<file path="src/hw/ptbw_map.vh">
// constants for the pci target burst write block
// assumes inclusion by the design file and by the pin checker
`ifndef PTBW_MAP_VH
`define PTBW_MAP_VH
// ----------------------------------------
// command and select timing
// ----------------------------------------
`define PTBW_CMD_MEM_WRITE   4'h7
`define PTBW_SPEED_FAST      1'h0
`define PTBW_SPEED_SLOW      1'h1
// ----------------------------------------
// base address windows (match on upper bits)
// ----------------------------------------
`define PTBW_BAR0_BASE       32'h1000_0000
`define PTBW_BAR0_MASK       32'hfff0_0000
`define PTBW_BAR1_BASE       32'h2000_0000
`define PTBW_BAR1_MASK       32'hfff0_0000
`define PTBW_NUM_BAR         2
// ----------------------------------------
// state codes and reset values
// ----------------------------------------
`define PTBW_ST_IDLE         3'h0
`define PTBW_ST_DECODE       3'h1
`define PTBW_ST_HIT          3'h2
`define PTBW_ST_DATA         3'h3
`define PTBW_ST_TURN         3'h4
`define PTBW_ST_DONE         3'h5
`define PTBW_ZERO32          32'h0000_0000
`define PTBW_ZERO_BAR        2'h0
`endif

</file>
<file path="src/hw/ptbw_target.v">
// pci target burst write path to a 32-bit local back end
// assumes pci pins enter here as separate in/out/enable signals
// Notes on behaviour
// master asserts frame, drives address and write command in address cycle
// master drives byte enables next cycle, then irdy and first data
// cycle after address: decode captured address, show it to back end
// on address match, raise matching hit select one cycle later
// slow select timing: assert devsel the clock after hit select
// back end asserts ready when it can take data two cycles later
// assert trdy three cycles after back end ready was asserted
// while ready held, keep trdy and present latest accepted word
// irdy and ready both last cycle: assert transfer strobe
// back end writes word and counts address only on strobe
// after a completed phase master drives next enables and data
// master marks last phase by dropping frame with irdy held
// after last phase master releases frame, ad, cbe and irdy
// after last completed phase deassert devsel and trdy
// idle after transaction: clear hit, drop strobe, release devsel, trdy
// ready absent last cycle: hold trdy off and no strobe
`timescale 1ns/1ps
`include "ptbw_map.vh"
module ptbw_target (
    // clock and reset
    input  wire        sys_clk,
    input  wire        resetn,
    // configuration
    input  wire        select_response_speed,
    // pci bus from master
    input  wire        frame_n,
    input  wire        irdy_n,
    input  wire [31:0] ad_in,
    input  wire [3:0]  cbe_n,
    // pci target response
    output reg         devsel_n_out,
    output reg         devsel_n_oe,
    output reg         trdy_n_out,
    output reg         trdy_n_oe,
    // local back end
    input  wire        backend_ready_n,
    output reg  [31:0] local_target_addr_out,
    output reg  [1:0]  bar_hit,
    output reg  [31:0] local_data_out,
    output reg  [3:0]  local_byte_en_n,
    output reg         word_transfer_strobe_n
);
// ----------------------------------------
// pin synchronisers, control lines
// ----------------------------------------
reg        frame_s1;
reg        frame_s2;
reg        irdy_s1;
reg        irdy_s2;
reg        rdy_s1;
reg        rdy_s2;
always @(posedge sys_clk or negedge resetn) begin
    if (!resetn) begin
        frame_s1 <= 1'b1;
        frame_s2 <= 1'b1;
        irdy_s1  <= 1'b1;
        irdy_s2  <= 1'b1;
        rdy_s1   <= 1'b1;
        rdy_s2   <= 1'b1;
    end else begin
        frame_s1 <= frame_n;
        frame_s2 <= frame_s1;
        irdy_s1  <= irdy_n;
        irdy_s2  <= irdy_s1;
        rdy_s1   <= backend_ready_n;
        rdy_s2   <= rdy_s1;
    end
end
// ----------------------------------------
// pin synchronisers, address and data lines
// ----------------------------------------
reg [31:0] ad_s1;
reg [31:0] ad_s2;
reg [3:0]  cbe_s1;
reg [3:0]  cbe_s2;
always @(posedge sys_clk or negedge resetn) begin
    if (!resetn) begin
        ad_s1  <= `PTBW_ZERO32;
        ad_s2  <= `PTBW_ZERO32;
        cbe_s1 <= 4'hf;
        cbe_s2 <= 4'hf;
    end else begin
        ad_s1  <= ad_in;
        ad_s2  <= ad_s1;
        cbe_s1 <= cbe_n;
        cbe_s2 <= cbe_s1;
    end
end
// ----------------------------------------
// target outputs delayed to pin sample time
// ----------------------------------------
// pins reach the logic two clocks late, so trdy and devsel
// are delayed alike before a data phase is judged complete
reg        trdy_d1;
reg        trdy_d2;
reg        devsel_d1;
reg        devsel_d2;
always @(posedge sys_clk or negedge resetn) begin
    if (!resetn) begin
        trdy_d1   <= 1'b1;
        trdy_d2   <= 1'b1;
        devsel_d1 <= 1'b1;
        devsel_d2 <= 1'b1;
    end else begin
        trdy_d1   <= trdy_n_out;
        trdy_d2   <= trdy_d1;
        devsel_d1 <= devsel_n_out;
        devsel_d2 <= devsel_d1;
    end
end
// ----------------------------------------
// address match per window
// ----------------------------------------
wire [31:0] bar_base [0:1];
wire [31:0] bar_mask [0:1];
assign bar_base[0] = `PTBW_BAR0_BASE;
assign bar_mask[0] = `PTBW_BAR0_MASK;
assign bar_base[1] = `PTBW_BAR1_BASE;
assign bar_mask[1] = `PTBW_BAR1_MASK;
wire [1:0] match;
genvar gi;
generate
    for (gi = 0; gi < `PTBW_NUM_BAR; gi = gi + 1) begin : g_bar
        assign match[gi] = ((local_target_addr_out & bar_mask[gi]) == bar_base[gi]);
    end
endgenerate
// ----------------------------------------
// sequencer states
// ----------------------------------------
localparam [2:0] ST_IDLE   = `PTBW_ST_IDLE;
localparam [2:0] ST_DECODE = `PTBW_ST_DECODE;
localparam [2:0] ST_HIT    = `PTBW_ST_HIT;
localparam [2:0] ST_DATA   = `PTBW_ST_DATA;
localparam [2:0] ST_TURN   = `PTBW_ST_TURN;
localparam [2:0] ST_DONE   = `PTBW_ST_DONE;
// ----------------------------------------
// transaction sequencer
// ----------------------------------------
reg  [2:0] state;
reg        cmd_write;
reg        last_seen;
wire       rdy_now    = ~rdy_s2;
wire       irdy_now   = ~irdy_s2;
wire       phase_done = irdy_now && !trdy_d2 && !devsel_d2;
wire       last_phase = phase_done && (frame_s2 || last_seen);
always @(posedge sys_clk or negedge resetn) begin
    if (!resetn) begin
        state                  <= ST_IDLE;
        cmd_write              <= 1'b0;
        last_seen              <= 1'b0;
        devsel_n_out           <= 1'b1;
        devsel_n_oe            <= 1'b0;
        trdy_n_out             <= 1'b1;
        trdy_n_oe              <= 1'b0;
        local_target_addr_out  <= `PTBW_ZERO32;
        bar_hit                <= `PTBW_ZERO_BAR;
        local_data_out         <= `PTBW_ZERO32;
        local_byte_en_n        <= 4'hf;
        word_transfer_strobe_n <= 1'b1;
    end else begin
        case (state)
            ST_IDLE: begin
                word_transfer_strobe_n <= 1'b1;
                devsel_n_oe            <= 1'b0;
                trdy_n_oe              <= 1'b0;
                last_seen              <= 1'b0;
                if (!frame_s2) begin
                    local_target_addr_out <= ad_s2;
                    cmd_write <= (cbe_s2 == `PTBW_CMD_MEM_WRITE);
                    state     <= ST_DECODE;
                end
            end
            ST_DECODE: begin
                if (cmd_write && (match != `PTBW_ZERO_BAR)) begin
                    bar_hit <= match;
                    state   <= ST_HIT;
                end else begin
                    state   <= ST_DONE;
                end
            end
            ST_HIT: begin
                devsel_n_out <= 1'b0;
                devsel_n_oe  <= 1'b1;
                trdy_n_oe    <= 1'b1;
                trdy_n_out   <= ~rdy_now;
                state        <= ST_DATA;
            end
            ST_DATA: begin
                trdy_n_out <= ~rdy_now;
                if (phase_done) begin
                    local_data_out  <= ad_s2;
                    local_byte_en_n <= cbe_s2;
                end
                word_transfer_strobe_n <= ~phase_done;
                if (frame_s2 && irdy_now)
                    last_seen <= 1'b1;
                if (last_phase) begin
                    devsel_n_out <= 1'b1;
                    trdy_n_out   <= 1'b1;
                    state        <= ST_TURN;
                end
            end
            ST_TURN: begin
                bar_hit                <= `PTBW_ZERO_BAR;
                word_transfer_strobe_n <= 1'b1;
                devsel_n_oe            <= 1'b0;
                trdy_n_oe              <= 1'b0;
                state                  <= ST_DONE;
            end
            ST_DONE: begin
                bar_hit <= `PTBW_ZERO_BAR;
                if (frame_s2 && !irdy_now)
                    state <= ST_IDLE;
            end
            default: begin
                state <= ST_IDLE;
            end
        endcase
    end
end
endmodule // ptbw_target

</file>
<file path="config.mk">
export PLATFORM = sky130hd
export DESIGN_NAME = ptbw_target
export DESIGN_NICKNAME = d
export VERILOG_FILES = /design/src/hw/ptbw_target.v
export VERILOG_INCLUDE_DIRS = /design/src /design/src/hw
export SDC_FILE = /design/constraint.sdc
export NUM_CORES = 1
export LEC_CHECK = 0
export ABC_AREA = 1
export BUFFER_PORTS_ARGS = -buffer_cell sky130_fd_sc_hd__buf_2
export CORE_ASPECT_RATIO = 1.2
export CORE_MARGIN = 5
export CORE_UTILIZATION = 45
export CTS_CLUSTER_SIZE = 10
export DETAILED_ROUTE_END_ITERATION = 16
export HOLD_SLACK_MARGIN = 0.03
export PLACE_DENSITY = 0.68
export SLEW_MARGIN = 10
export SYNTH_ARGS = -nofsm -noshare
export SYNTH_HDL_FRONTEND = slang
export SYNTH_SLANG_ARGS = --single-unit
export TNS_END_PERCENT = 50
</file>
<file path="constraint.sdc">
create_clock -name sys_clk -period 1.6 [get_ports sys_clk]
set_input_delay 0.16 -clock sys_clk [delete_from_list [all_inputs] [get_ports sys_clk]]
set_output_delay 0.16 -clock sys_clk [all_outputs]
set_load 0.01 [all_outputs]
</file>
==> results of run 1 <==
==> cells by family after synthesis <==
group	after synthesis
flops	161
simple gates	124
buf+inv	58
compound gates	78
==> flip-flops by register name (all words and copies together) (netlist names), 3 cells and up <==
signal	cells
cbe_s1	4
state	3
local_byte_en_n	4
local_data_out	32
ad_s1	32
local_target_addr_out	32
ad_s2	32
cbe_s2	4
==> per-layer routing <==
metal	part of all wire, %	GRT usage, %
met1	42	20.4
met2	51	27.8
met3	5.4	5.97
met4	1.6	7.06
met5	0	0
==> cell type report <==
type / count / area (um^2) / share of cell area, %
inverters: 43 / 169 / 2.39
clock buffers: 21 / 460 / 6.52
flip-flops and latches: 161 / 4060 / 57.5
well taps: 157 / 196 / 2.78
multi-input cells: 202 / 946 / 13.4
repair buffers: 165 / 1090 / 15.5
clock inverters: 11 / 133 / 1.88
==> metrics by stage <==
step                power [mW]  setup TNS, ps  hold WS, ps  area (um^2)  setup WS (ps)
CTS                       10.8              0          248         7040           63.4
global route              11.3              0          285         7060           12.8
floorplan                 5.90              0         -136         5260            212
finish                    10.7              0          242         7060            140
global placement          6.63              0          135         6050           21.9
detailed placement        6.71           -749          131         6050          -63.7
==> synthesized netlist by cell type <==
| cell | count |
|---|---|
| inv_2 | 2 |
| nand4_1 | 1 |
| buf_2 | 4 |
| and2_4 | 1 |
| o21ai_0 | 57 |
| nand2_2 | 2 |
| inv_1 | 40 |
| nand2_1 | 97 |
| nor2_2 | 2 |
| dfstp_2 | 25 |
| a21oi_1 | 5 |
| clkbuf_1 | 4 |
| nor3_1 | 3 |
| nor2_1 | 11 |
| o21ai_2 | 10 |
| buf_6 | 3 |
| nor2_4 | 1 |
| buf_8 | 1 |
| or2_2 | 1 |
| o21ai_1 | 6 |
| inv_4 | 1 |
| dfrtp_1 | 136 |
| nand3_1 | 5 |
| buf_4 | 3 |
==> worst min-delay path by stage <==
stage                            to  depth (start not counted)  slack [ps]    from
after CTS                 ad_s2[12]                          2         250  resetn
after floorplan            ad_s1[0]                          0        -140  resetn
final                     ad_s1[12]                          2         240  resetn
after global placement    ad_s1[12]                          1         130  resetn
after global routing      ad_s1[11]                          2         280  resetn
after detailed placement  ad_s2[12]                          1         130  resetn
==> report_power, final <==
group	internal, mW	switching, mW	total, mW
clock	2.39	1.57	3.96
combinational	0.716	1.06	1.78
sequential	4.63	0.316	4.95
==> cell usage in the layout (no fill, tap or decap), drive strengths merged <==
cell type	n
a21oi	5
o21ai	73
clkbuf	21
inv	44
nor2	14
clkinv	6
dfstp	25
nor3	3
nand2	99
buf	125
dfrtp	136
clkinvlp	2
bufinv	2
or2	1
and2	1
dlygate4sd3	40
nand3	5
nand4	1
==> worst max-delay path, stage by stage (launching register included) <==
cell and delay [ps]:
dfrtp_1 420, inv_1 170, nor2_4 70, and2_4 180, inv_8 290, o21ai_0 160
==> timing repair <==
action	4_1_cts	5_1_grt
hold buffers	40	0
endpoints found under the hold margin	72	0
resized for setup	1	4
buffers inserted	0	0
endpoints found under the setup margin	33	31
==> metrics, run 1 <==
outcome complete, no violations; Slew Limit Fails 0; vias in the first global route 3,652; critical path peak fanout 69; RR Startpoint state[0]; Ports 117; Worst EP required 1880 ps; Tmin final 1460 ps; Initial Util 45.7%; Via Count 3,390; relative max-transition margin 67.6%; post-synthesis mux area share 0%; initial antenna violation count 0; R2R depth 5; Post-Synthesis Cells 421; H-tree depth 4; TritonCTS clock tree built; Pwr per Cell Area 1510 nW/um^2; final hold vios 0; Post-Layout Cell Count 760; YS warnings 0; remaining global-route overflow 0; Post-Synth Simple-Gate Area 9.56%; slew of the pin with the lowest slew margin 486 ps; Peak Freq 685 MHz; cell leakage power 3.61 nW; share of cells above drive strength 1 33.7%; post-synthesis adder-cell area fraction 0%; crit start category flip-flop; CP Launch Point state[0]; DR WL/cell 13.8 um; Clock transition at path regs 60 ps; register bit count reported by yosys 161; Inst Count DP 688; Yosys top cell by area dfrtp_1; row count 43; port bufs 115; # diodes 0; Detailed Place HPWL 6860 um; antenna-violating nets left 0; Final Util 61.3%; die area 14,000 um^2; Area growth syn-to-layout 34.2%; Synth Area in XOR/XNOR 0%; Core ar. 11,500 um^2; Clock Skew 9.18 ps; CP Capture Point local_data_out[5]; Die Wd 109 um; RSZ-0062 raised after global routing false; Vias/cell 4.46; GRT Overall Usage 17.0%; reg2reg setup slack 140 ps; maxcap violations 0; synth top area cells dfrtp_1 (65%), dfstp_2 (12%), nand2_1 (6.9%); CTS Buf Count 17; Synth Area in Compound Gates 8.13%; Synth top area share 64.7%; crit end category flip-flop; syn avg cell area 12.5 um^2; Final Wtd Congestion 0.827; kind of critical path flip-flop to flip-flop; Setup violations, final 0; critical path data arrival time 1740 ps; nets 632; First-pass DRT Iterations 4; period utilization 91.3%; maximum vdd ir drop 0.968 mV; global-route wire length before repair 18,000 um; worst skew pair latency 420 ps; HP Class primary input to async pin; cell area after synthesis 5260 um^2; clock root cell clkbuf_16; Seq/Total Area, Yosys 77.2%; Distinct cells, synth 24; DRC 0; Synth Net Count 463; final WL 10,500 um; Reg-to-Reg End local_data_out[5]; fillers 936; Starting DRT DRC Count 154; largest net degree at the start of global routing 70; Longest Clk Path Bufs 2; largest family of logic cells by synthesized area simple AND/OR/NAND/NOR gates; clk sinks 161; Die Y 128 um
(Power assumes the default switching activity.)
==> inputs of run 2 (changes only) <==
--- a/config.mk
+++ b/config.mk
@@ -9,7 +9,6 @@
 export ABC_AREA = 1
 export BUFFER_PORTS_ARGS = -buffer_cell sky130_fd_sc_hd__buf_2
 export CORE_ASPECT_RATIO = 1.2
-export CORE_MARGIN = 5
 export CORE_UTILIZATION = 45
 export CTS_CLUSTER_SIZE = 10
 export DETAILED_ROUTE_END_ITERATION = 16
==> run 2 against run 1 <==
Cell count decreased by 1.1%. Utilization is 1.2 points higher. Non-clock buffer count is 2 lower. Die area fell by 13%. Largest cell class unchanged. Hold slack worse by 21 ps. Cell area is 0.82% lower. Routed wire length fell by 4.4%. Global-route usage is 1.8 points higher. Combinational power is essentially flat. Via count increased by 0.38%. Power is 1.5% lower. Sequential power barely moved.
==> metrics, run 2 (synthesized netlist as in run 1, its figures left out) <==
Core ar. 11,200 um^2; remaining global-route overflow 0; initial antenna violation count 0; Reg-to-Reg End local_data_out[14]; outcome complete, no violations; Final Wtd Congestion 0.856; Vias/cell 4.53; most common cell after layout, fill and taps aside dfrtp_1; Post-Layout Cell Count 752; relative max-transition margin 72.8%; final WL 10,000 um; global-route wire length before repair 16,900 um; dpl cell area 6030 um^2; antenna-violating nets left 0; Inst Count DP 683; maxcap violations 0; nets 630; combinational power share 16.7%; Slew Limit Fails 0; Sequential Power Share 47.0%; final setup TNS 0 ps; Initial Util 47.0%; Pwr Total 10.5 mW; critical path data arrival time 1730 ps; slew of the pin with the lowest slew margin 407 ps; crit end category flip-flop; most frequent cells in the layout dfrtp_1 (136), buf_2 (114), nand2_1 (96); Detailed Place HPWL 6410 um; worst skew pair latency 410 ps; HP Class primary input to async pin; cell leakage power 3.58 nW; TritonCTS clock tree built; Die Y 120 um; # diodes 0; largest net degree at the start of global routing 70; P_sw 2.78 mW; row count 42; Final Cell Area 7000 um^2; Longest Clk Path Bufs 2; period utilization 91.5%; critical path peak fanout 69; RSZ-0062 raised after global routing false; Die Wd 101 um; Pwr per Cell Area 1500 nW/um^2; P_int 7.75 mW; die area 12,100 um^2; reg2reg setup slack 140 ps; switch share 26.4%; clk sinks 161; Area growth syn-to-layout 33.1%; Starting DRT DRC Count 137; kind of critical path flip-flop to flip-flop; Final Util 62.6%; clock root cell clkbuf_16; DRC 0; DR WL/cell 13.3 um; First-pass DRT Iterations 7; maximum vdd ir drop 0.771 mV; Clock transition at path regs 60 ps; power share of the clock group 36.3%; CTS Buf Count 17; Tmin final 1460 ps; GRT Overall Usage 18.8%; share of cells above drive strength 1 32.4%; Via Count 3,403; Worst EP required 1860 ps; Ports 117; final hold vios 0; vias in the first global route 3,549; crit start category flip-flop; Setup violations, final 0; R2R depth 5; H-tree depth 4; RR Startpoint state[1]; Clock Skew 8.41 ps; Peak Freq 683 MHz; port bufs 115
==> run 2: layer usage <==
metal	share of wire, %	GRT usage (%)
met1	43	23.2
met4	1.8	8.61
met3	5.3	6.53
met2	50	29.8
met5	0	0
==> run 2: layout make-up <==
cell class                 count  area [um^2]
inverter                      43          169
tap                          154          193
clock inverter                 5         80.1
fill                         900         4190
clock buffer                  24          482
sequential                   161         4060
multi-input combinational    202          938
timing repair buffer         163         1080
==> run 2: worst max-delay path, cell delays in order (launching register included) <==
cell and delay (ps):
dfrtp_1 460, nand2_2 150, nor2_4 40, and2_4 170, inv_8 270, o21ai_0 170
==> run 2: how the worst max path moves through the flow <==
stage,start,to,cells past startpoint
3_3_place_gp,state[1],local_data_out[24],5
4_1_cts,state[1],local_data_out[14],5
2_1_floorplan,state[2],local_data_out[27],9
5_1_grt,state[1],local_target_addr_out[4],6
3_5_place_dp,state[1],local_data_out[11],5
6_report,state[1],local_data_out[14],5
==> run 2: repair_timing <==
action	in CTS	in global routing
buffers inserted	0	0
setup endpoints to repair	33	10
pin swaps	0	0
hold buffers	40	0
resized for setup	1	2
endpoints found under the hold margin	153	0
==> run 2: power groups by stage <==
stage                     Sequential (mW)  Clock (mW)  Combinational (mW)
final                                4.95        3.82                1.75
after global routing                 5.00        4.08                1.99
after CTS                            4.95        3.92                1.78
after detailed placement             5.01           0                1.70
after global placement               4.98           0                1.65
after floorplan                      5.16           0               0.741
==> run 2: per-stage QoR <==
stage | hold slack [ps] | setup slack [ps]
3_5_place_dp | 78.4 | -86.7
3_3_place_gp | 72.3 | 19.1
5_1_grt | 238 | 31.9
4_1_cts | 215 | 73.3
6_report | 222 | 136
2_1_floorplan | -136 | 212
==> inputs of run 3 (changes only) <==
--- a/config.mk
+++ b/config.mk
@@ -7,13 +7,13 @@
 export NUM_CORES = 1
 export LEC_CHECK = 0
 export ABC_AREA = 1
-export BUFFER_PORTS_ARGS = -buffer_cell sky130_fd_sc_hd__buf_2
 export CORE_ASPECT_RATIO = 1.2
-export CORE_UTILIZATION = 45
+export CORE_UTILIZATION = 61
 export CTS_CLUSTER_SIZE = 10
 export DETAILED_ROUTE_END_ITERATION = 16
+export DONT_BUFFER_PORTS = 1
 export HOLD_SLACK_MARGIN = 0.03
-export PLACE_DENSITY = 0.68
+export PLACE_DENSITY = 0.77
 export SLEW_MARGIN = 10
 export SYNTH_ARGS = -nofsm -noshare
 export SYNTH_HDL_FRONTEND = slang
==> run 3 against run 2 <==
The flow now finishes with violations (negative hold slack). Cell count decreased by 21%. Register-to-register slack worse by 40 ps. Die area fell by 26%. Hold slack got worse by 880 ps. Worst setup slack worse by 40 ps. Clock-buffer cell count did not move. Global-route usage grew 5.6 points. Sequential power increased by 5.9%. Critical path depth is 1 higher.
==> metrics, run 3 (synthesized netlist as in run 1, its figures left out) <==
H-tree depth 4; vias in the first global route 3,219; Slew Limit Fails 0; GRT Overall Usage 24.4%; Post-Layout Cell Count 595; Core ar. 8240 um^2; Initial Util 63.8%; crit start category flip-flop; Reg-to-Reg End local_data_out[17]; cell leakage power 3.02 nW; Vias/cell 5.09; Clock Skew 9.48 ps; Sequential Power Share 51.0%; CP Depth 6; row count 36; multi-input logic area 946 um^2; failing checks negative hold slack; Via Count 3,029; nets 510; combinational power share 10.1%; slew of the pin with the lowest slew margin 391 ps; CP Launch Point state[1]; final hold vios 161; Slowest cell on crit path dfrtp_1; critical path peak fanout 69; DRC 0; P_sw 2.72 mW; CP peak stage delay 460 ps; WP buf/inv 1; initial antenna violation count 0; crit end category flip-flop; outcome finished, violations left; reg2reg setup slack 100 ps; Setup violations, final 0; worst skew pair latency 520 ps; most common cell after layout, fill and taps aside dfrtp_1; most frequent cells in the layout dfrtp_1 (135), nand2_1 (96), o21ai_0 (56); die area 9000 um^2; # diodes 0; HP Class primary input to async pin; Tmin final 1500 ps; Final Util 76.9%; Inst Count DP 524; port bufs 0; period utilization 94.0%; Longest Clk Path Bufs 2; critical path, cell by cell nand2_2 -> nor2_4 -> and2_4 -> inv_8 -> nand2_1 -> o21ai_0; clk sinks 161; Final Wtd Congestion 0.878; Ports 117; largest net degree at the start of global routing 162; RSZ-0062 raised after global routing false; Pwr per Cell Area 1620 nW/um^2; relative max-transition margin 74.0%; R2R depth 6; clock root cell clkbuf_8; fillers 493; switch share 26.5%; CTS Buf Count 17; share of cells above drive strength 1 16.8%; Final Hold Slack -663 ps; P_int 7.55 mW; Detailed Place HPWL 5550 um; critical path data arrival time 1940 ps; Die Wd 86.8 um; storage element area 4060 um^2; Worst EP required 2030 ps; antenna-violating nets left 0; First-pass DRT Iterations 5; TritonCTS clock tree built; maximum vdd ir drop 0.930 mV; maxcap violations 0; CTS Hold Buffers Added 39; kind of critical path flip-flop to flip-flop; Area growth syn-to-layout 20.5%; Clock transition at path regs 60 ps; remaining global-route overflow 0; final WL 9630 um; CP Capture Point local_data_out[17]; Starting DRT DRC Count 201; RR Startpoint state[1]; Die Y 104 um; global-route wire length before repair 16,000 um; DR WL/cell 16.2 um; power share of the clock group 38.9%; crit-path leading delay family simple AND/OR/NAND/NOR gates; Peak Freq 665 MHz
## run 3: cell count changes in the layout (fill, tap and decap cells not counted), sizes merged
cell         previous run  this run
buf                   123         4
bufinv                  2         3
clkinv                  1         3
dlygate4sd3            40        39
## run 3: power groups by stage
stage	sequential (mW)	combinational [mW]	clock [mW]
final	5.24	1.04	4.00
after global routing	5.30	1.21	4.27
after CTS	5.24	1.01	4.06
after detailed placement	5.29	0.909	0
after global placement	5.27	0.854	0
after floorplan	5.16	0.741	0
## run 3: layer usage
metal	vias to the layer above	routed length, um	global-route usage [%]	part of all wire, %
met5	-	0	0	0
met2	95	5030	38.9	52
met4	0	212	10.0	2.2
met3	19	685	10.8	7.1
met1	1501	3700	28.6	38
li1	1414	-	-	-
## run 3: worst min-delay path by stage
stage | end | cells past startpoint | slack, ps
after floorplan | ad_s1[0] | 0 | -140
after global placement | local_data_out[5] | 0 | -130
after detailed placement | local_data_out[1] | 0 | -130
after CTS | ad_s2[1] | 0 | -690
after global routing | ad_s2[1] | 0 | -700
final | trdy_n_oe | 0 | -660
## run 3: timing repair
action                                  CTS  global route
gates resized for setup                   1             7
endpoints found under the setup margin   22            15
setup buffers                             0             0
pin swaps                                 0             0
hold endpoints to repair                200           161
## run 3: area by class of cell
cell class / count / share of cell area (%)
Sequential cell: 161 / 64.0
Clock buffer: 24 / 7.42
Tap cell: 114 / 2.25
Multi-Input combinational cell: 202 / 14.9
Inverter: 43 / 2.66
Timing Repair Buffer: 43 / 6.69
Clock inverter: 8 / 2.01
## run 3: per-stage QoR
step | power, mW | area, um^2 | setup slack, ps | hold slack [ps] | setup TNS [ps]
after detailed placement | 6.20 | 5330 | -39.5 | -132 | -266
after floorplan | 5.90 | 5260 | 212 | -136 | 0
after global placement | 6.13 | 5330 | 27.8 | -132 | 0
after CTS | 10.3 | 6320 | 61.5 | -688 | 0
final | 10.3 | 6340 | 95.3 | -663 | 0
after global routing | 10.8 | 6340 | 2.01 | -700 | 0
## run 3: worst reg2reg max path: cells and delay by family, from the launching register on
family          cells  cell delay, ps
buf+inv             1             280
flops               1             460
compound gates      1             110
simple gates        4             580
